**src/sfu_pkg.sv**
```systemverilog
// Purpose: Shared constants and types for the serial flash update block
// Assumes: 20 MHz core clock, 38400 bps 8N1 serial link
// Notes:   Offsets and counts used by sfu_top live here, except literals such as the 512-page limit
package sfu_pkg;
  localparam int unsigned CLK_HZ        = 20000000;
  localparam int unsigned BAUD_BPS      = 38400;
  localparam int unsigned BIT_CYC       = CLK_HZ / BAUD_BPS;
  localparam int unsigned HALF_CYC      = BIT_CYC / 2;
  localparam int unsigned DATA_BITS     = 8;
  localparam int unsigned PAGE_BYTES    = 128;
  localparam int unsigned ERASE_BLOCKS  = 3;
  localparam int unsigned ERASE_CYC     = 64;
  localparam int unsigned PROG_CYC      = 32;
  localparam int unsigned DL_CYC        = 16;

  localparam logic [7:0] CMD_PROG_REQ   = 8'h55;
  localparam logic [7:0] CMD_ERASE_DONE = 8'h66;
  localparam logic [7:0] CMD_DATA_REQ   = 8'h77;
  localparam logic [7:0] CMD_PROG_OK    = 8'hAA;
  localparam logic [7:0] FLASH_KEY_VAL  = 8'hA5;

  localparam logic [3:0] ADDR_CODE_CTRL = 4'h0;
  localparam logic [3:0] ADDR_KEY       = 4'h1;
  localparam logic [3:0] ADDR_SYSCTL2   = 4'h2;
  localparam logic [3:0] ADDR_RAMEMU    = 4'h3;
  localparam logic [3:0] ADDR_STATUS    = 4'h4;
  localparam logic [3:0] ADDR_TIMER0    = 4'h8;

  localparam logic [7:0] CODE_CTRL_RST  = 8'h80;
  localparam int unsigned BIT_FAULT     = 4;
  localparam int unsigned BIT_DL_REQ    = 0;
  localparam int unsigned BIT_WIN_EN    = 0;
  localparam logic [7:0] TIMER_LO_ADDR  = 8'h80;
  localparam logic [7:0] TIMER_HI_ADDR  = 8'hB1;

  typedef struct packed {
    logic       wr;
    logic       rd;
    logic [7:0] addr;
    logic [7:0] wdata;
  } sfu_bus_t;

  typedef enum logic [2:0] {
    ST_IDLE  = 3'b000,
    ST_ERASE = 3'b001,
    ST_EACK  = 3'b011,
    ST_DREQ  = 3'b010,
    ST_RECV  = 3'b110,
    ST_PROG  = 3'b111,
    ST_DONE  = 3'b101
  } sfu_state_t;
endpackage

```
**src/sfu_top.sv**
```systemverilog
// Purpose: Serial flash update command handler with flash control regs
// Assumes: Async serial pin, byte-wide register port, one clock
// Notes:   Flash array is modelled by busy timers and a fault input
module sfu_top (
  // Clock and reset
  input  wire logic        core_clk,
  input  wire logic        sys_rst,
  // Standby entries
  input  wire logic        hw_standby,
  input  wire logic        sw_standby,
  // Mode pins
  input  wire logic        mode_sel_2,
  // Serial channel
  input  wire logic        serial_rxd,
  output logic             serial_txd,
  // Register port
  input  wire logic [7:0]  reg_addr,
  input  wire logic [7:0]  reg_wdata,
  input  wire logic        reg_wr,
  input  wire logic        reg_rd,
  output logic      [7:0]  reg_rdata,
  // Flash array status
  input  wire logic        flash_error,
  output logic             irq_mask,
  output logic             flash_busy,
  output logic      [15:0] prog_addr,
  output logic             prog_strobe
);
  logic [1:0]  rx_sync_reg;
  logic [15:0] rx_cnt_reg;
  logic [3:0]  rx_bit_reg;
  logic [7:0]  rx_sh_reg;
  logic        rx_busy_reg;
  logic        rx_valid_reg;
  logic [15:0] tx_cnt_reg;
  logic [3:0]  tx_bit_reg;
  logic [9:0]  tx_sh_reg;
  logic        tx_start;
  logic [7:0]  tx_byte;
  logic        tx_busy;
  logic [7:0]  ram_mem [sfu_pkg::PAGE_BYTES];
  logic [6:0]  ram_idx_reg;
  logic [15:0] op_cnt_reg;
  logic [1:0]  blk_reg;
  logic        fault_reg;
  logic        dl_reg;
  logic [7:0]  key_reg;
  logic        win_en_reg;
  logic        ramemu_reg;
  logic [7:0]  timer_reg;
  logic [1:0]  mode_sync_reg;
  logic        rst_all;
  logic        flash_acc;
  sfu_pkg::sfu_bus_t bus;
  sfu_pkg::sfu_state_t state_reg;
  sfu_pkg::sfu_state_t state_next;

  function automatic logic in_timer(input logic [7:0] a);
    return a >= sfu_pkg::TIMER_LO_ADDR && a <= sfu_pkg::TIMER_HI_ADDR;
  endfunction

  assign bus      = '{wr: reg_wr, rd: reg_rd, addr: reg_addr,
                      wdata: reg_wdata};
  assign rst_all  = sys_rst | hw_standby;
  assign flash_acc = win_en_reg & mode_sync_reg[1];
  assign flash_busy = state_reg == sfu_pkg::ST_ERASE ||
                      state_reg == sfu_pkg::ST_PROG;
  assign irq_mask = flash_busy | dl_reg;

  // Pin synchronisers, then the 8N1 receiver
  always_ff @(posedge core_clk) begin
    if (sys_rst) begin
      {mode_sync_reg, rx_sync_reg} <= 4'h3;
    end else begin
      {mode_sync_reg, rx_sync_reg} <= {mode_sync_reg[0], mode_sel_2,
                                       rx_sync_reg[0], serial_rxd};
    end
  end

  always_ff @(posedge core_clk) begin
    if (rst_all) begin
      rx_cnt_reg   <= 16'h0000;
      rx_bit_reg   <= 4'h0;
      rx_sh_reg    <= 8'h00;
      rx_busy_reg  <= 1'b0;
      rx_valid_reg <= 1'b0;
    end else begin
      rx_valid_reg <= 1'b0;
      if (!rx_busy_reg) begin
        if (!rx_sync_reg[1]) begin
          rx_busy_reg <= 1'b1;
          rx_cnt_reg  <= 16'(sfu_pkg::HALF_CYC);
          rx_bit_reg  <= 4'h0;
        end
      end else if (rx_cnt_reg != 16'h0000) begin
        rx_cnt_reg <= rx_cnt_reg - 16'h0001;
      end else begin
        rx_cnt_reg <= 16'(sfu_pkg::BIT_CYC - 1);
        rx_bit_reg <= rx_bit_reg + 4'h1;
        if (rx_bit_reg == 4'h0 && rx_sync_reg[1]) begin
          rx_busy_reg <= 1'b0;
        end else if (rx_bit_reg == 4'(sfu_pkg::DATA_BITS + 1)) begin
          rx_busy_reg  <= 1'b0;
          rx_valid_reg <= rx_sync_reg[1];
        end else if (rx_bit_reg != 4'h0) begin
          rx_sh_reg <= {rx_sync_reg[1], rx_sh_reg[7:1]};
        end
      end
    end
  end

  // Transmitter
  assign tx_busy = tx_bit_reg != 4'h0;
  always_ff @(posedge core_clk) begin
    if (rst_all) begin
      tx_cnt_reg <= 16'h0000;
      tx_bit_reg <= 4'h0;
      tx_sh_reg  <= 10'h3FF;
    end else if (tx_start && !tx_busy) begin
      tx_sh_reg  <= {1'b1, tx_byte, 1'b0};
      tx_bit_reg <= 4'hA;
      tx_cnt_reg <= 16'(sfu_pkg::BIT_CYC - 1);
    end else if (tx_busy) begin
      if (tx_cnt_reg != 16'h0000) begin
        tx_cnt_reg <= tx_cnt_reg - 16'h0001;
      end else begin
        tx_cnt_reg <= 16'(sfu_pkg::BIT_CYC - 1);
        tx_bit_reg <= tx_bit_reg - 4'h1;
        tx_sh_reg  <= {1'b1, tx_sh_reg[9:1]};
      end
    end
  end
  assign serial_txd = tx_sh_reg[0];

  // Command sequencer
  always_comb begin
    state_next = state_reg;
    tx_start   = 1'b0;
    tx_byte    = sfu_pkg::CMD_DATA_REQ;
    unique case (state_reg)
      sfu_pkg::ST_IDLE: begin
        if (rx_valid_reg && rx_sh_reg == sfu_pkg::CMD_PROG_REQ &&
            !fault_reg) begin
          state_next = sfu_pkg::ST_ERASE;
        end
      end
      sfu_pkg::ST_ERASE: begin
        if (op_cnt_reg == 16'h0000 &&
            blk_reg == 2'(sfu_pkg::ERASE_BLOCKS - 1)) begin
          state_next = sfu_pkg::ST_EACK;
        end
      end
      sfu_pkg::ST_EACK: begin
        tx_start = 1'b1;
        tx_byte  = sfu_pkg::CMD_ERASE_DONE;
        if (!tx_busy) begin
          state_next = sfu_pkg::ST_DREQ;
        end
      end
      sfu_pkg::ST_DREQ: begin
        tx_start = 1'b1;
        tx_byte  = sfu_pkg::CMD_DATA_REQ;
        if (!tx_busy) begin
          state_next = sfu_pkg::ST_RECV;
        end
      end
      sfu_pkg::ST_RECV: begin
        if (rx_valid_reg && ram_idx_reg == 7'h7F) begin
          state_next = sfu_pkg::ST_PROG;
        end
      end
      sfu_pkg::ST_PROG: begin
        if (op_cnt_reg == 16'h0000) begin
          state_next = (prog_addr[15:7] == 9'h1FF) ? sfu_pkg::ST_DONE
                                                   : sfu_pkg::ST_DREQ;
        end
      end
      sfu_pkg::ST_DONE: begin
        tx_start = 1'b1;
        tx_byte  = sfu_pkg::CMD_PROG_OK;
        if (!tx_busy) begin
          state_next = sfu_pkg::ST_IDLE;
        end
      end
      default: state_next = sfu_pkg::ST_IDLE;
    endcase
    if (fault_reg && flash_busy) begin
      state_next = sfu_pkg::ST_IDLE;
    end
  end

  always_ff @(posedge core_clk) begin
    if (rst_all) begin
      state_reg <= sfu_pkg::ST_IDLE;
    end else begin
      state_reg <= state_next;
    end
  end

  // Operation timers, erase blocks and program address
  always_ff @(posedge core_clk) begin
    if (rst_all) begin
      op_cnt_reg  <= 16'h0000;
      blk_reg     <= 2'h0;
      prog_addr   <= 16'h0000;
      prog_strobe <= 1'b0;
    end else begin
      prog_strobe <= 1'b0;
      if (state_reg == sfu_pkg::ST_IDLE &&
          state_next == sfu_pkg::ST_ERASE) begin
        op_cnt_reg <= 16'(sfu_pkg::ERASE_CYC - 1);
        blk_reg    <= 2'h0;
        prog_addr  <= 16'h0000;
      end else if (state_reg == sfu_pkg::ST_ERASE) begin
        if (op_cnt_reg != 16'h0000) begin
          op_cnt_reg <= op_cnt_reg - 16'h0001;
        end else if (state_next == sfu_pkg::ST_ERASE) begin
          blk_reg    <= blk_reg + 2'h1;
          op_cnt_reg <= 16'(sfu_pkg::ERASE_CYC - 1);
        end
      end else if (state_reg == sfu_pkg::ST_RECV &&
                   state_next == sfu_pkg::ST_PROG) begin
        op_cnt_reg  <= 16'(sfu_pkg::PROG_CYC - 1);
        prog_strobe <= 1'b1;
      end else if (state_reg == sfu_pkg::ST_PROG) begin
        if (op_cnt_reg != 16'h0000) begin
          op_cnt_reg <= op_cnt_reg - 16'h0001;
        end else begin
          prog_addr <= prog_addr + 16'(sfu_pkg::PAGE_BYTES);
        end
      end
    end
  end

  // Page buffer
  always_ff @(posedge core_clk) begin
    if (rst_all || state_reg == sfu_pkg::ST_DREQ) begin
      ram_idx_reg <= 7'h00;
    end else if (state_reg == sfu_pkg::ST_RECV && rx_valid_reg) begin
      ram_idx_reg <= ram_idx_reg + 7'h01;
    end
  end

  always_ff @(posedge core_clk) begin
    if (state_reg == sfu_pkg::ST_RECV && rx_valid_reg) begin
      ram_mem[ram_idx_reg] <= rx_sh_reg;
    end
  end

  // Fault flag survives software standby
  always_ff @(posedge core_clk) begin
    if (rst_all) begin
      fault_reg <= 1'b0;
    end else if (flash_error && flash_busy) begin
      fault_reg <= 1'b1;
    end
  end

  // Byte registers, cleared by reset or any standby
  always_ff @(posedge core_clk) begin
    if (rst_all || sw_standby) begin
      key_reg    <= 8'h00;
      win_en_reg <= 1'b0;
      ramemu_reg <= 1'b0;
      timer_reg  <= 8'h00;
    end else if (bus.wr) begin
      if (bus.addr == {4'h0, sfu_pkg::ADDR_KEY} && flash_acc) begin
        key_reg <= bus.wdata;
      end
      if (bus.addr == {4'h0, sfu_pkg::ADDR_SYSCTL2}) begin
        win_en_reg <= bus.wdata[sfu_pkg::BIT_WIN_EN];
      end
      if (bus.addr == {4'h0, sfu_pkg::ADDR_RAMEMU}) begin
        ramemu_reg <= bus.wdata[0];
      end
      if (in_timer(bus.addr) && !win_en_reg) begin
        timer_reg <= bus.wdata;
      end
    end
  end

  // Download request, self-clearing
  always_ff @(posedge core_clk) begin
    if (rst_all || sw_standby) begin
      dl_reg <= 1'b0;
    end else if (bus.wr && flash_acc && !dl_reg &&
                 bus.addr == {4'h0, sfu_pkg::ADDR_CODE_CTRL} &&
                 bus.wdata[sfu_pkg::BIT_DL_REQ] && !ramemu_reg &&
                 key_reg == sfu_pkg::FLASH_KEY_VAL) begin
      dl_reg <= 1'b1;
    end else if (dl_reg && op_cnt_reg == 16'h0000 && !flash_busy) begin
      dl_reg <= 1'b0;
    end
  end

  // Read port, byte wide, data one cycle later
  always_ff @(posedge core_clk) begin
    if (sys_rst) begin
      reg_rdata <= 8'h00;
    end else if (bus.rd) begin
      reg_rdata <= 8'h00;
      if (bus.addr == {4'h0, sfu_pkg::ADDR_CODE_CTRL} && flash_acc) begin
        reg_rdata <= {1'b1, 2'b00, fault_reg, 4'h0};
      end else if (bus.addr == {4'h0, sfu_pkg::ADDR_KEY} && flash_acc) begin
        reg_rdata <= key_reg;
      end else if (bus.addr == {4'h0, sfu_pkg::ADDR_SYSCTL2}) begin
        reg_rdata <= {7'h00, win_en_reg};
      end else if (bus.addr == {4'h0, sfu_pkg::ADDR_RAMEMU}) begin
        reg_rdata <= {7'h00, ramemu_reg};
      end else if (bus.addr == {4'h0, sfu_pkg::ADDR_STATUS}) begin
        reg_rdata <= {mode_sync_reg[1], dl_reg, 3'h0, state_reg};
      end else if (in_timer(bus.addr) && !win_en_reg) begin
        reg_rdata <= timer_reg;
      end
    end
  end
endmodule // sfu_top

```
**config.mk**
```make
export PLATFORM = sky130hd
export DESIGN_NAME = sfu_top
export DESIGN_NICKNAME = d
export VERILOG_FILES = /design/src/sfu_pkg.sv /design/src/sfu_top.sv
export SDC_FILE = /design/constraint.sdc
export NUM_CORES = 1
export LEC_CHECK = 0
export BUFFER_PORTS_ARGS = -buffer_cell sky130_fd_sc_hd__buf_2
export CORE_UTILIZATION = 60
export DETAILED_ROUTE_END_ITERATION = 8
export PLACE_DENSITY = 0.8
export SLEW_MARGIN = 20
export SYNTH_ARGS = -nofsm -noshare
export SYNTH_HDL_FRONTEND = slang
export SYNTH_SLANG_ARGS = --single-unit
```
**constraint.sdc**
```tcl
create_clock -name core_clk -period 3.49 [get_ports core_clk]
set_clock_uncertainty 0.2 [all_clocks]
set_input_delay 0.1745 -clock core_clk [delete_from_list [all_inputs] [get_ports core_clk]]
set_output_delay 0.1745 -clock core_clk [all_outputs]
set_load 0.02 [all_outputs]
```
==> results.md, run 1 <==
Floorplan:
- The site row count is 36.
- The die covers 10,700 um^2.
- The initial core utilization is 62.5%.
- The horizontal die dimension is 103 um.
- The core region is 9860 um^2.
- The die is 103 um tall.
- The number of I/O pins is 53.

Drt:
- The detail-routed net length per standard cell is 15.9 um.
- The remaining antenna violation count after routing is 0.
- After detailed routing, the number of remaining DRC violations is 0.
- In the routed layout, each cell is associated on average with a via count of 6.06.
- The aggregate routed wire length is 15,400 um.
- In this run, the number of DRC markers left after iteration 0 of detailed routing was 278.
- The detailed router placed 5,864 vias in this run.
- The first TritonRoute pass finished after 6 iterations.

Yosys:
- Counting every instance in the synthesized netlist gives 749.
- The synthesized design contains 129 register bits.
- The cell area after synthesis is 6170 um^2.
- The number of synthesis warnings is 0.
- The netlist uses 75 different library cells.
- The share of flip-flops with an asynchronous set or reset is 0%.
- Yosys mapped a number of flops with a built-in enable equal to 0.
- The post-synthesis area per instance is 8.23 um^2.
- The most used flip-flop cell after synthesis is sky130_fd_sc_hd__dfxtp_1.
- The register area share after synthesis is 41.9%.

Setup path:
- By startpoint and endpoint, the worst setup path is classified as reg -> reg.
- Counting both buffers and inverters, the worst setup path holds a total of 0.
- The arrival time reported for the critical path endpoint is 3.25 ns.
- Walking the worst path, the cells encountered are or4b_2 -> nor4_4 -> nor2_1 -> a21bo_2 -> o311ai_1 -> o21a_2 -> o21ai_0.
- STA puts the critical path data required time at 3.69 ns.
- Grouping stages by cell kind, the critical path spends the most delay in simple AND/OR/NAND/NOR gates.
- The longest individual stage delay on the worst path is 0.70 ns.
- For this design, the slowest cell found on the critical path is sky130_fd_sc_hd__or4b_2.
- The type of element launching the critical path is a register.
- The endpoint kind of the worst setup timing path is a register.
- In this run the worst path has a maximum fanout of 15.

Power:
- In this run the power density over the cells is 624 nW/um^2.
- In this run, the clock network consumes 40.8% of the power.
- The share of total power dissipated in combinational logic is 23.4%.
- The cell-internal power is 3.26 mW.
- Total power for the finished layout comes to 4.60 mW.
- The maximum VDD drop is 397 uV.
- In this run the power spent charging and discharging nets is 1.34 mW.
- Registers are responsible for 35.8% of the overall power.
- The fraction of power spent switching nets is 29.1%.
- The leakage power of the design is 2.81 nW.

Placement:
- In this run the tool buffered the top-level ports with 45 buffer cells.
- The congestion estimate from routability-driven global placement came to 0.940.
- The detailed-placement wirelength estimate is 9630 um.

Final layout:
- The area growth from synthesis to layout is 19.6%.
- The share of final-layout standard cells stronger than drive strength 1 is 13.2%.
- Once layout is complete, the utilization of the core stands at 74.8%.
- The sequential cell area is 2580 um^2.
- Counting the fill cells in the layout gives 708.
- In the final layout, the multi-input gates occupy 3330 um^2.
- 0 antenna diodes ended up in the layout.
- The net count of the finished layout is 859.

Clocking:
- Clock tree synthesis found a total of 129 sinks.
- The number of hold buffers added after CTS was 30.
- The longest clock path from root to sink contains 2 buffers.
- The number of gates resized after cts is 0.
- In this run the clock root is driven by a sky130_fd_sc_hd__clkbuf_8.
- For the worst-skew pair, the clock arrives at the later sink with an insertion delay of 0.54 ns.
- TritonCTS built the clock tree.
- The depth of the CTS H-tree is 4.
- The clock-pin slew on the worst setup and hold paths is 0.06 ns.
- After clock tree synthesis, the setup repair step added 0 buffers.
- The number of clock buffers inserted by TritonCTS is 17.

GRT:
- For this run, the total global-route usage over all layers was measured as 30.5%.
- The first global-routing pass estimated 25,000 um of wire.
- The maximum number of pins on one net before global-route repair is 23.
- For this run the aggregate overflow at the end of global routing stands at 0.
- The number of global-route vias before repair was 5,444.
- The number of antenna violations at the first check in global routing was 0.

STA:
- The final setup violation count is 0.
- The portion of the clock cycle consumed by the worst path in the final layout is 87.3%.
- For the pin with the worst max-slew slack, the measured transition is 0.800 ns.
- The total count of hold-check failures in the final report is 0.
- After routing, the total negative slack on setup checks comes to 0 ns.
- Setup repair after global routing left no endpoint under its margin.
- The count of pins over their slew limit is 0.
- The worst max-slew margin expressed relative to the limit is 46.2%.
- The worst hold-check slack is 0.0983 ns.
- The post-route minimum period is 3.05 ns.
- Based on the critical path, the design can be clocked at up to 328 MHz.

Status:
- The run finished with clean final reports.

Hold path:
- The type of the most critical hold path is in -> reg.

Flow run:
- Max-cap violations in this run came to 0.
-- metrics by stage --
| stage | area [um^2] | instances | worst slack [ns] |
|---|---|---|---|
| floorplan | 6190 | 755 | 0.749 |
| global placement | 6450 | 906 | 0.561 |
| detailed placement | 6450 | 906 | 0.457 |
| CTS | 7380 | 968 | 0.455 |
| global route | 7380 | 968 | 0.239 |
| finish | 7380 | 968 | 0.444 |
-- path summary, 6_finish.rpt --
check / slack (ns) / from / cells after the start / to
setup / recovery: 0.44 / state_reg[2]$_SDFF_PP0_ / 7 / op_cnt_reg[9]$_SDFFE_PP0P_
hold / removal: 0.1 / reg_addr[7] / 6 / win_en_reg$_SDFFE_PP0P_
setup reg to reg: 0.44 / state_reg[2]$_SDFF_PP0_ / 7 / op_cnt_reg[9]$_SDFFE_PP0P_
hold reg to reg: 0.24 / rx_sync_reg[0]$_SDFF_PP1_ / 1 / rx_sync_reg[1]$_SDFF_PP1_
-- worst register-to-register path, cell delays in order, from the launching register on --
cell	delay, ns
sky130_fd_sc_hd__dfxtp_1	0.45
sky130_fd_sc_hd__or4b_2	0.71
sky130_fd_sc_hd__nor4_4	0.41
sky130_fd_sc_hd__nor2_1	0.13
sky130_fd_sc_hd__a21bo_2	0.26
sky130_fd_sc_hd__o311ai_1	0.23
sky130_fd_sc_hd__o21a_2	0.38
sky130_fd_sc_hd__o21ai_0	0.16
-- Yosys cell counts, types with 10 or more instances --
cell	instances	area (um^2)
sky130_fd_sc_hd__a211oi_1	11	82.6
sky130_fd_sc_hd__xnor2_1	13	114
sky130_fd_sc_hd__clkbuf_1	21	78.8
sky130_fd_sc_hd__nand3_1	34	170
sky130_fd_sc_hd__nor2_1	103	387
sky130_fd_sc_hd__dfxtp_1	129	2580
sky130_fd_sc_hd__or3_1	10	62.6
sky130_fd_sc_hd__o21ai_0	46	230
sky130_fd_sc_hd__nor3_1	25	125
sky130_fd_sc_hd__mux2i_1	12	120
sky130_fd_sc_hd__xor2_1	13	114
sky130_fd_sc_hd__inv_1	19	71.3
sky130_fd_sc_hd__nand2_1	82	308
sky130_fd_sc_hd__nand4_1	14	87.6
sky130_fd_sc_hd__ha_1	12	150
sky130_fd_sc_hd__a21oi_1	57	285
-- layout by cell type, fill, tap and decap left out, types with 8 or more instances in the layout --
cell,count
sky130_fd_sc_hd__buf_2,45
sky130_fd_sc_hd__xor2_1,13
sky130_fd_sc_hd__nor2_1,103
sky130_fd_sc_hd__a311oi_1,8
sky130_fd_sc_hd__clkbuf_16,16
sky130_fd_sc_hd__nand2_1,82
sky130_fd_sc_hd__or2_2,9
sky130_fd_sc_hd__xnor2_1,13
sky130_fd_sc_hd__dlygate4sd3_1,30
sky130_fd_sc_hd__nand3_1,34
sky130_fd_sc_hd__nor4_1,9
sky130_fd_sc_hd__inv_1,19
sky130_fd_sc_hd__or3_1,10
sky130_fd_sc_hd__ha_1,12
sky130_fd_sc_hd__nand4_1,14
sky130_fd_sc_hd__a21oi_1,57
sky130_fd_sc_hd__dfxtp_1,129
sky130_fd_sc_hd__a31oi_1,9
sky130_fd_sc_hd__mux2i_1,12
sky130_fd_sc_hd__buf_4,10
sky130_fd_sc_hd__nor3_1,25
sky130_fd_sc_hd__a211oi_1,11
sky130_fd_sc_hd__o21ai_0,46
-- power groups by stage --
stage               combinational (mW)  sequential (mW)  clock [mW]
finish                            1.08             1.65        1.88
global route                      1.20             1.66        1.95
CTS                               1.07             1.65        1.89
detailed placement                1.03             1.67           0
global placement                  1.01             1.67           0
floorplan                        0.843             1.67           0
-- logic make-up after synthesis --
group                    share of synthesized area, %
AND/OR/NAND/NOR                                  27.1
other                                          0.0608
AO/OA/AOI/OAI                                    18.4
multiplexers                                     1.95
adder cells (fa/ha/maj)                          2.44
flip-flops                                       41.9
XOR/XNOR                                         3.69
buffers and inverters                            4.46
-- metal layers --
layer / wire (um) / track usage (%) / vias to the layer above
met3: 872 / 7.19 / 59
li1: - / - / 2822
met5: 0 / 0 / -
met4: 496 / 17.8 / 0
met2: 7430 / 50.6 / 210
met1: 6600 / 36.2 / 2773
-- final cells by class --
type	instances	share of cell area [%]
multi-input cells	570	45.2
flip-flops and latches	129	35.0
repair buffers	85	8.14
clock buffers	21	5.95
clock inverters	11	2.51
well taps	133	2.26
inverters	19	0.967
(Power assumes the default switching activity.)
==> run 2: changes to the inputs <==
- CORE_ASPECT_RATIO: not set -> 0.5
- clock period: 3.49 -> 3.1 ns (I/O delays scaled with it)
==> run 2 against run 1 <==
  * Worst setup slack worse by 0.31 ns
  * Combinational power up 16%
  * Worst hold slack worse by 0.083 ns
==> results.md, run 2 (same netlist as run 1, synthesis figures left out) <==
Final layout:
- The most frequent standard cell in the layout excluding fill and tap cells is sky130_fd_sc_hd__dfxtp_1 (unchanged).
- The number of antenna diodes is 0 (unchanged).
- The area added between synthesis and finish was 19.1% (was 19.6%).
- The core utilization of the finished layout is 75.7% (was 74.8%).
- The share of final-layout standard cells stronger than drive strength 1 is 14.5% (was 13.2%).
- The filler-free cell count of the finished design is 972 (was 968).
- The number of fill cells in the layout was 675 (was 708).
- Top library cells by usage in the layout, fill and taps aside: sky130_fd_sc_hd__dfxtp_1, sky130_fd_sc_hd__nor2_1, sky130_fd_sc_hd__nand2_1, sky130_fd_sc_hd__a21oi_1, sky130_fd_sc_hd__o21ai_0 (unchanged).
- The net total in the final layout was 861 (was 859).

Drt:
- The total via count after detailed routing is 5,924 (was 5,864).
- The DRC violation count after routing is 0 (unchanged).
- The detailed-router iteration count before antenna repair was 8 (was 6).
- The detail-routed net length per standard cell is 15.8 um (was 15.9 um).
- The remaining antenna violation count after routing is 0 (unchanged).
- The detailed router's first-iteration violation count is 519 (was 278).
- The aggregate routed wire length is 15,400 um (about the same).
- The number of vias per cell came to 6.09 (was 6.06).

Clocking:
- The number of clock sinks is 129 (unchanged).
- The insertion delay to the later sink of the worst-skew pair is 0.41 ns (was 0.54 ns).
- The depth of the CTS H-tree was 4 (unchanged).
- The number of gates resized after cts was 0 (unchanged).
- The maximum clock path buffer count is 2 (unchanged).
- The number of clock buffers inserted by TritonCTS is 17 (unchanged).
- The clock-pin slew on the worst setup and hold paths is 0.06 ns (about the same).
- The cell chosen for the clock root was sky130_fd_sc_hd__clkbuf_16 (was sky130_fd_sc_hd__clkbuf_8).
- The CTS tree is built (unchanged).

Placement:
- The number of placed instances, taps included is 917 (was 906).
- The global placer's final weighted congestion came to 0.843 (was 0.940).
- The count of input and output buffers came to 45 (unchanged).
- The detailed-placement wirelength estimate is 9430 um (was 9630 um).

STA:
- The transition time of the tightest slew-check pin is 0.724 ns (was 0.800 ns).
- The worst max-slew margin expressed relative to the limit came to 51.7% (was 46.2%).
- The post-route minimum period is 2.97 ns (was 3.05 ns).
- The final setup violation count is 0 (unchanged).
- The total negative slack is 0 ns (unchanged).
- The count of pins over their slew limit is 0 (unchanged).
- The total count of hold-check failures in the final report is 0 (unchanged).
- The portion of the clock cycle consumed by the worst path in the final layout is 95.8% (was 87.3%).
- The highest clock frequency the design can meet is 337 MHz (was 328 MHz).

Power:
- The fraction of power spent switching nets was 30.6% (was 29.1%).
- The combinational share of power is 24.6% (was 23.4%).
- The cell-internal power is 3.53 mW (was 3.26 mW).
- The net switching power was 1.55 mW (was 1.34 mW).
- The areal power density over the cells was 692 nW/um^2 (was 624 nW/um^2).
- The maximum VDD drop is 409 uV (was 397 uV).
- The leakage power of the design is 2.81 nW (about the same).
- The power share of the sequential group is 36.6% (was 35.8%).
- The proportion of power drawn by the clock network is 38.7% (was 40.8%).

Setup path:
- The longest individual stage delay on the worst path is 0.50 ns (was 0.70 ns).
- The path type of the worst setup path is reg -> reg (unchanged).
- The combined buffer and inverter count along the critical path is 1 (was 0).
- Critical Path, Cell by Cell: or3_1 -> or4_1 -> nor3_1 -> o21ai_0 -> o311ai_1 -> o21a_2 -> buf_12 -> o21ai_0 (was or4b_2 -> nor4_4 -> nor2_1 -> a21bo_2 -> o311ai_1 -> o21a_2 -> o21ai_0).
- The arrival time reported for the critical path endpoint was 3.05 ns (was 3.25 ns).
- The critical path data required time is 3.18 ns (was 3.69 ns).
- The type of element launching the critical path is a register (unchanged).
- The family with the most delay on the worst path is simple AND/OR/NAND/NOR gates (unchanged).
- In this design, the critical path's most frequently occurring cell is sky130_fd_sc_hd__o21ai_0.
- The endpoint kind of the worst setup timing path was a register (unchanged).
- The slowest cell on the critical path is sky130_fd_sc_hd__or4_1 (was sky130_fd_sc_hd__or4b_2).
- The maximum fanout along the worst path is 15 (unchanged).

GRT:
- The maximum number of pins on one net before global-route repair came to 29 (was 23).
- The total congestion overflow after global routing came to 0 (unchanged).
- The first-pass GRT wire length came to 25,600 um (was 25,000 um).
- The number of antenna violations at the first check in global routing came to 0 (unchanged).
- The number of global-route vias before repair is 5,439 (was 5,444).
- The global-route total usage across every layer is 29.9% (was 30.5%).

Floorplan:
- The full die area is 10,700 um^2 (about the same).
- The number of I/O pins is 53 (unchanged).
- The horizontal die dimension is 145 um (was 103 um).
- The placeable core region is 9700 um^2 (was 9860 um^2).
- The initial core utilization was 63.6% (was 62.5%).
- The site row count is 25 (was 36).
- The overall die height is 73.7 um (was 103 um).

Status:
- Result of the run: finished, final reports clean (unchanged).

Hold path:
- The type of the most critical hold path is in -> reg (unchanged).

Flow run:
- The max-cap violation count is 0 (unchanged).
-- run 2: changes by cell type in the layout (fill, tap and decap cells not counted), sizes merged --
cell / delta
dlygate4sd3: -8
buf: +10
clkbuf: +1
clkinv: +2
bufinv: -3
-- run 2: worst paths after layout --
path                            slack [ns]  cells past startpoint                       start                    endpoint
worst min register to register        0.24                      1   rx_sync_reg[0]$_SDFF_PP1_   rx_sync_reg[1]$_SDFF_PP1_
worst min-delay path                  0.02                      4                  hw_standby   tx_sh_reg[4]$_SDFFE_PP1P_
worst max-delay path                  0.13                      8  op_cnt_reg[8]$_SDFFE_PP0P_  op_cnt_reg[7]$_SDFFE_PP0P_
worst max register to register        0.13                      8  op_cnt_reg[8]$_SDFFE_PP0P_  op_cnt_reg[7]$_SDFFE_PP0P_
-- run 2: power groups by stage --
| stage | Clock (mW) | Sequential (mW) | Combinational [mW] |
|---|---|---|---|
| floorplan | 0 | 1.88 | 0.949 |
| global placement | 0 | 1.89 | 1.16 |
| detailed placement | 0 | 1.89 | 1.18 |
| CTS | 1.98 | 1.86 | 1.24 |
| global route | 2.06 | 1.87 | 1.39 |
| finish | 1.97 | 1.86 | 1.25 |
-- run 2: area by class of cell --
type                            instances  area [um^2]  share of cell area [%]
Clock inverter                         10          109                    1.48
Inverter                               19         71.3                   0.971
Tap cell                              135          169                    2.30
Timing Repair Buffer                   87          608                    8.28
Sequential cell                       129         2580                    35.2
Clock buffer                           22          474                    6.46
Multi-Input combinational cell        570         3330                    45.3
-- run 2: metal layers --
metal / part of all wire (%) / up-vias / global-route usage [%] / wire length (um)
met1: 45 / 2730 / 39.0 / 6850
met2: 45 / 315 / 49.8 / 6960
met4: 1.7 / 0 / 12.2 / 262
met3: 8.5 / 44 / 5.53 / 1310
met5: 0 / - / 0 / 0
li1: - / 2835 / - / -
-- run 2: repair_timing --
item | in CTS | in global routing
hold buffers | 22 | 0
hold endpoints to repair | 30 | 0
setup buffers | 0 | 1
endpoints found under the setup margin | 0 | 1
-- run 2: through the flow --
step                cell area (um^2)  hold WS [ns]  power [mW]  setup slack (ns)
global placement                6520         0.142        3.04             0.290
finish                          7340        0.0155        5.08             0.130
CTS                             7320       0.00423        5.07             0.181
detailed placement              6520         0.140        3.07             0.233
global route                    7340        0.0181        5.32           -0.0223
floorplan                       6190        0.0266        2.83             0.359
-- run 2: worst register-to-register path: stages (launching register included) --
cell and delay [ns]:
sky130_fd_sc_hd__dfxtp_1 0.34, sky130_fd_sc_hd__or3_1 0.40, sky130_fd_sc_hd__or4_1 0.50, sky130_fd_sc_hd__nor3_1 0.29, sky130_fd_sc_hd__o21ai_0 0.23, sky130_fd_sc_hd__o311ai_1 0.39, sky130_fd_sc_hd__o21a_2 0.23, sky130_fd_sc_hd__buf_12 0.14
sky130_fd_sc_hd__o21ai_0 0.11
==> run 3: changes to the inputs <==
- RECOVER_POWER: not set -> 25
==> run 3 against run 2 <==
  * Sequential power barely moved
  * Critical endpoint unchanged
  * Critical path type unchanged
  * Cell count is the same
  * Power is essentially flat
==> results.md, run 3 (same netlist as run 1, synthesis figures left out) <==
Status:
- Result of the run: finished, final reports clean (unchanged).

Setup path:
- Critical Path, Cell by Cell: or3_1 -> or4_1 -> nor3_1 -> o21ai_0 -> o311ai_1 -> o21a_2 -> buf_12 -> o21ai_0 (unchanged).
- The arrival time reported for the critical path endpoint is 3.05 ns (about the same).
- The path type of the worst setup path is reg -> reg (unchanged).
- The slowest cell on the critical path was sky130_fd_sc_hd__or4_1 (unchanged).
- The longest individual stage delay on the worst path is 0.50 ns (about the same).
- The endpoint kind of the worst setup timing path is a register (unchanged).
- The most frequent cell on the critical path is sky130_fd_sc_hd__o21ai_0 (unchanged).
- The maximum fanout along the worst path is 15 (unchanged).
- The critical path data required time is 3.18 ns (about the same).
- The type of element launching the critical path is a register (unchanged).

STA:
- The transition time of the tightest slew-check pin is 0.785 ns (was 0.724 ns).
- The portion of the clock cycle consumed by the worst path in the final layout is 95.6% (was 95.8%).
- The total negative slack was 0 ns (unchanged).
- The count of pins over their slew limit came to 0 (unchanged).
- The worst max-slew margin expressed relative to the limit is 47.7% (was 51.7%).
- The worst-case setup margin in the final layout came to 0.137 ns (was 0.130 ns).
- The total count of hold-check failures in the final report is 0 (unchanged).
- The final setup violation count came to 0 (unchanged).
- The post-route minimum period is 2.96 ns (was 2.97 ns).
- The highest clock frequency the design can meet is 337 MHz (about the same).
- The worst hold-check slack is 0.0334 ns (was 0.0155 ns).

Drt:
- The remaining antenna violation count after routing is 0 (unchanged).
- The DRC violation count after routing is 0 (unchanged).
- The detailed-router iteration count before antenna repair was 5 (was 8).
- The total via count after detailed routing came to 5,916 (was 5,924).
- The number of vias per cell came to 6.09 (about the same).
- The aggregate routed wire length came to 15,400 um (about the same).
- The detailed router's first-iteration violation count came to 536 (was 519).
- The detail-routed net length per standard cell came to 15.9 um (was 15.8 um).

GRT:
- The number of antenna violations at the first check in global routing came to 0 (unchanged).
- The first-pass GRT wire length is 25,600 um (unchanged).
- The total congestion overflow after global routing came to 0 (unchanged).
- The maximum number of pins on one net before global-route repair was 29 (unchanged).
- The number of global-route vias before repair is 5,439 (unchanged).
- The global-route total usage across every layer is 29.9% (unchanged).

Power:
- The leakage power of the design was 2.72 nW (was 2.81 nW).
- The areal power density over the cells is 694 nW/um^2 (was 692 nW/um^2).
- The maximum VDD drop is 409 uV (about the same).
- The total power is 5.07 mW (was 5.08 mW).

Final layout:
- The number of fill cells in the layout is 693 (was 675).
- The share of final-layout standard cells stronger than drive strength 1 came to 11.7% (was 14.5%).
- The most frequent standard cell in the layout excluding fill and tap cells is sky130_fd_sc_hd__dfxtp_1 (unchanged).
- Top library cells by usage in the layout, fill and taps aside: sky130_fd_sc_hd__dfxtp_1, sky130_fd_sc_hd__nor2_1, sky130_fd_sc_hd__nand2_1, sky130_fd_sc_hd__a21oi_1, sky130_fd_sc_hd__o21ai_0 (unchanged).
- The net total in the final layout was 861 (unchanged).
- The area added between synthesis and finish was 18.6% (was 19.1%).
- The multi-input combinational cell area came to 3330 um^2 (unchanged).
- The design area is 7310 um^2 (was 7340 um^2).
- The filler-free cell count of the finished design is 972 (unchanged).
- The sequential cell area is 2580 um^2 (unchanged).
- The core utilization of the finished layout was 75.4% (was 75.7%).
- The number of antenna diodes is 0 (unchanged).

Placement:
- The global placer's final weighted congestion is 0.843 (unchanged).
- The detailed-placement wirelength estimate was 9430 um (unchanged).
- The minimum setup slack after placement came to 0.233 ns (unchanged).
- The cell area after placement was 6520 um^2 (unchanged).
- The number of placed instances, taps included was 917 (unchanged).
- The count of input and output buffers came to 45 (unchanged).

Floorplan:
- The site row count is 25 (unchanged).
- The placeable core region was 9700 um^2 (unchanged).
- The number of I/O pins was 53 (unchanged).
- The horizontal die dimension is 145 um (unchanged).
- The full die area is 10,700 um^2 (unchanged).
- The initial core utilization is 63.6% (unchanged).
- The overall die height is 73.7 um (unchanged).

Clocking:
- The maximum clock path buffer count is 2 (unchanged).
- The number of clock buffers inserted by TritonCTS was 17 (unchanged).
- The number of clock sinks is 129 (unchanged).
- The clock-pin slew on the worst setup and hold paths is 0.06 ns (about the same).
- The CTS tree is built (unchanged).
- The depth of the CTS H-tree is 4 (unchanged).
- The insertion delay to the later sink of the worst-skew pair is 0.41 ns (about the same).
- The cell chosen for the clock root is sky130_fd_sc_hd__clkbuf_16 (unchanged).

Hold path:
- The type of the most critical hold path is in -> reg (unchanged).

Flow run:
- The max-cap violation count is 0 (unchanged).
run 3: final timing paths:
check / to / start / slack, ns / cells past startpoint
worst max-delay path: op_cnt_reg[7]$_SDFFE_PP0P_ / op_cnt_reg[8]$_SDFFE_PP0P_ / 0.14 / 8
worst max register to register: op_cnt_reg[7]$_SDFFE_PP0P_ / op_cnt_reg[8]$_SDFFE_PP0P_ / 0.14 / 8
worst min register to register: rx_sync_reg[1]$_SDFF_PP1_ / rx_sync_reg[0]$_SDFF_PP1_ / 0.24 / 1
worst min-delay path: ramemu_reg$_SDFFE_PP0P_ / reg_addr[7] / 0.03 / 5
run 3: area by class of cell:
cell class | count | share of cell area [%]
multi-input cells | 570 | 45.6
inverters | 19 | 0.976
flip-flops and latches | 129 | 35.3
clock inverters | 10 | 1.49
clock buffers | 22 | 6.49
repair buffers | 87 | 7.86
well taps | 135 | 2.31
run 3: worst max-delay path: cells and delay by family, from the launching register on:
| kind | cells | cell delay, ns |
|---|---|---|
| DFF | 1 | 0.35 |
| buffers and inverters | 1 | 0.14 |
| and+or+nand+nor | 3 | 1.19 |
| AOI/OAI and AO/OA | 4 | 0.95 |
run 3: routing by layer:
layer	vias up	track usage (%)	routed length [um]
met5	-	0	0
met4	0	12.2	219
met3	35	5.53	1190
met2	278	49.8	7070
met1	2768	39.0	6950
li1	2835	-	-
run 3: what timing repair did:
action,in CTS,in global routing
hold buffers,22,0
setup endpoints to repair,0,1
resized for setup,0,0
buffers inserted,0,1
hold endpoints to repair,30,0
run 3: power by group:
| part | total (mW) | internal [mW] | leakage (nW) | switching [mW] |
|---|---|---|---|---|
| registers | 1.86 | 1.76 | 1.04 | 0.102 |
| logic | 1.25 | 0.524 | 1.40 | 0.725 |
| clock network | 1.96 | 1.24 | 0.286 | 0.724 |
| total | 5.07 | 3.52 | 2.72 | 1.55 |
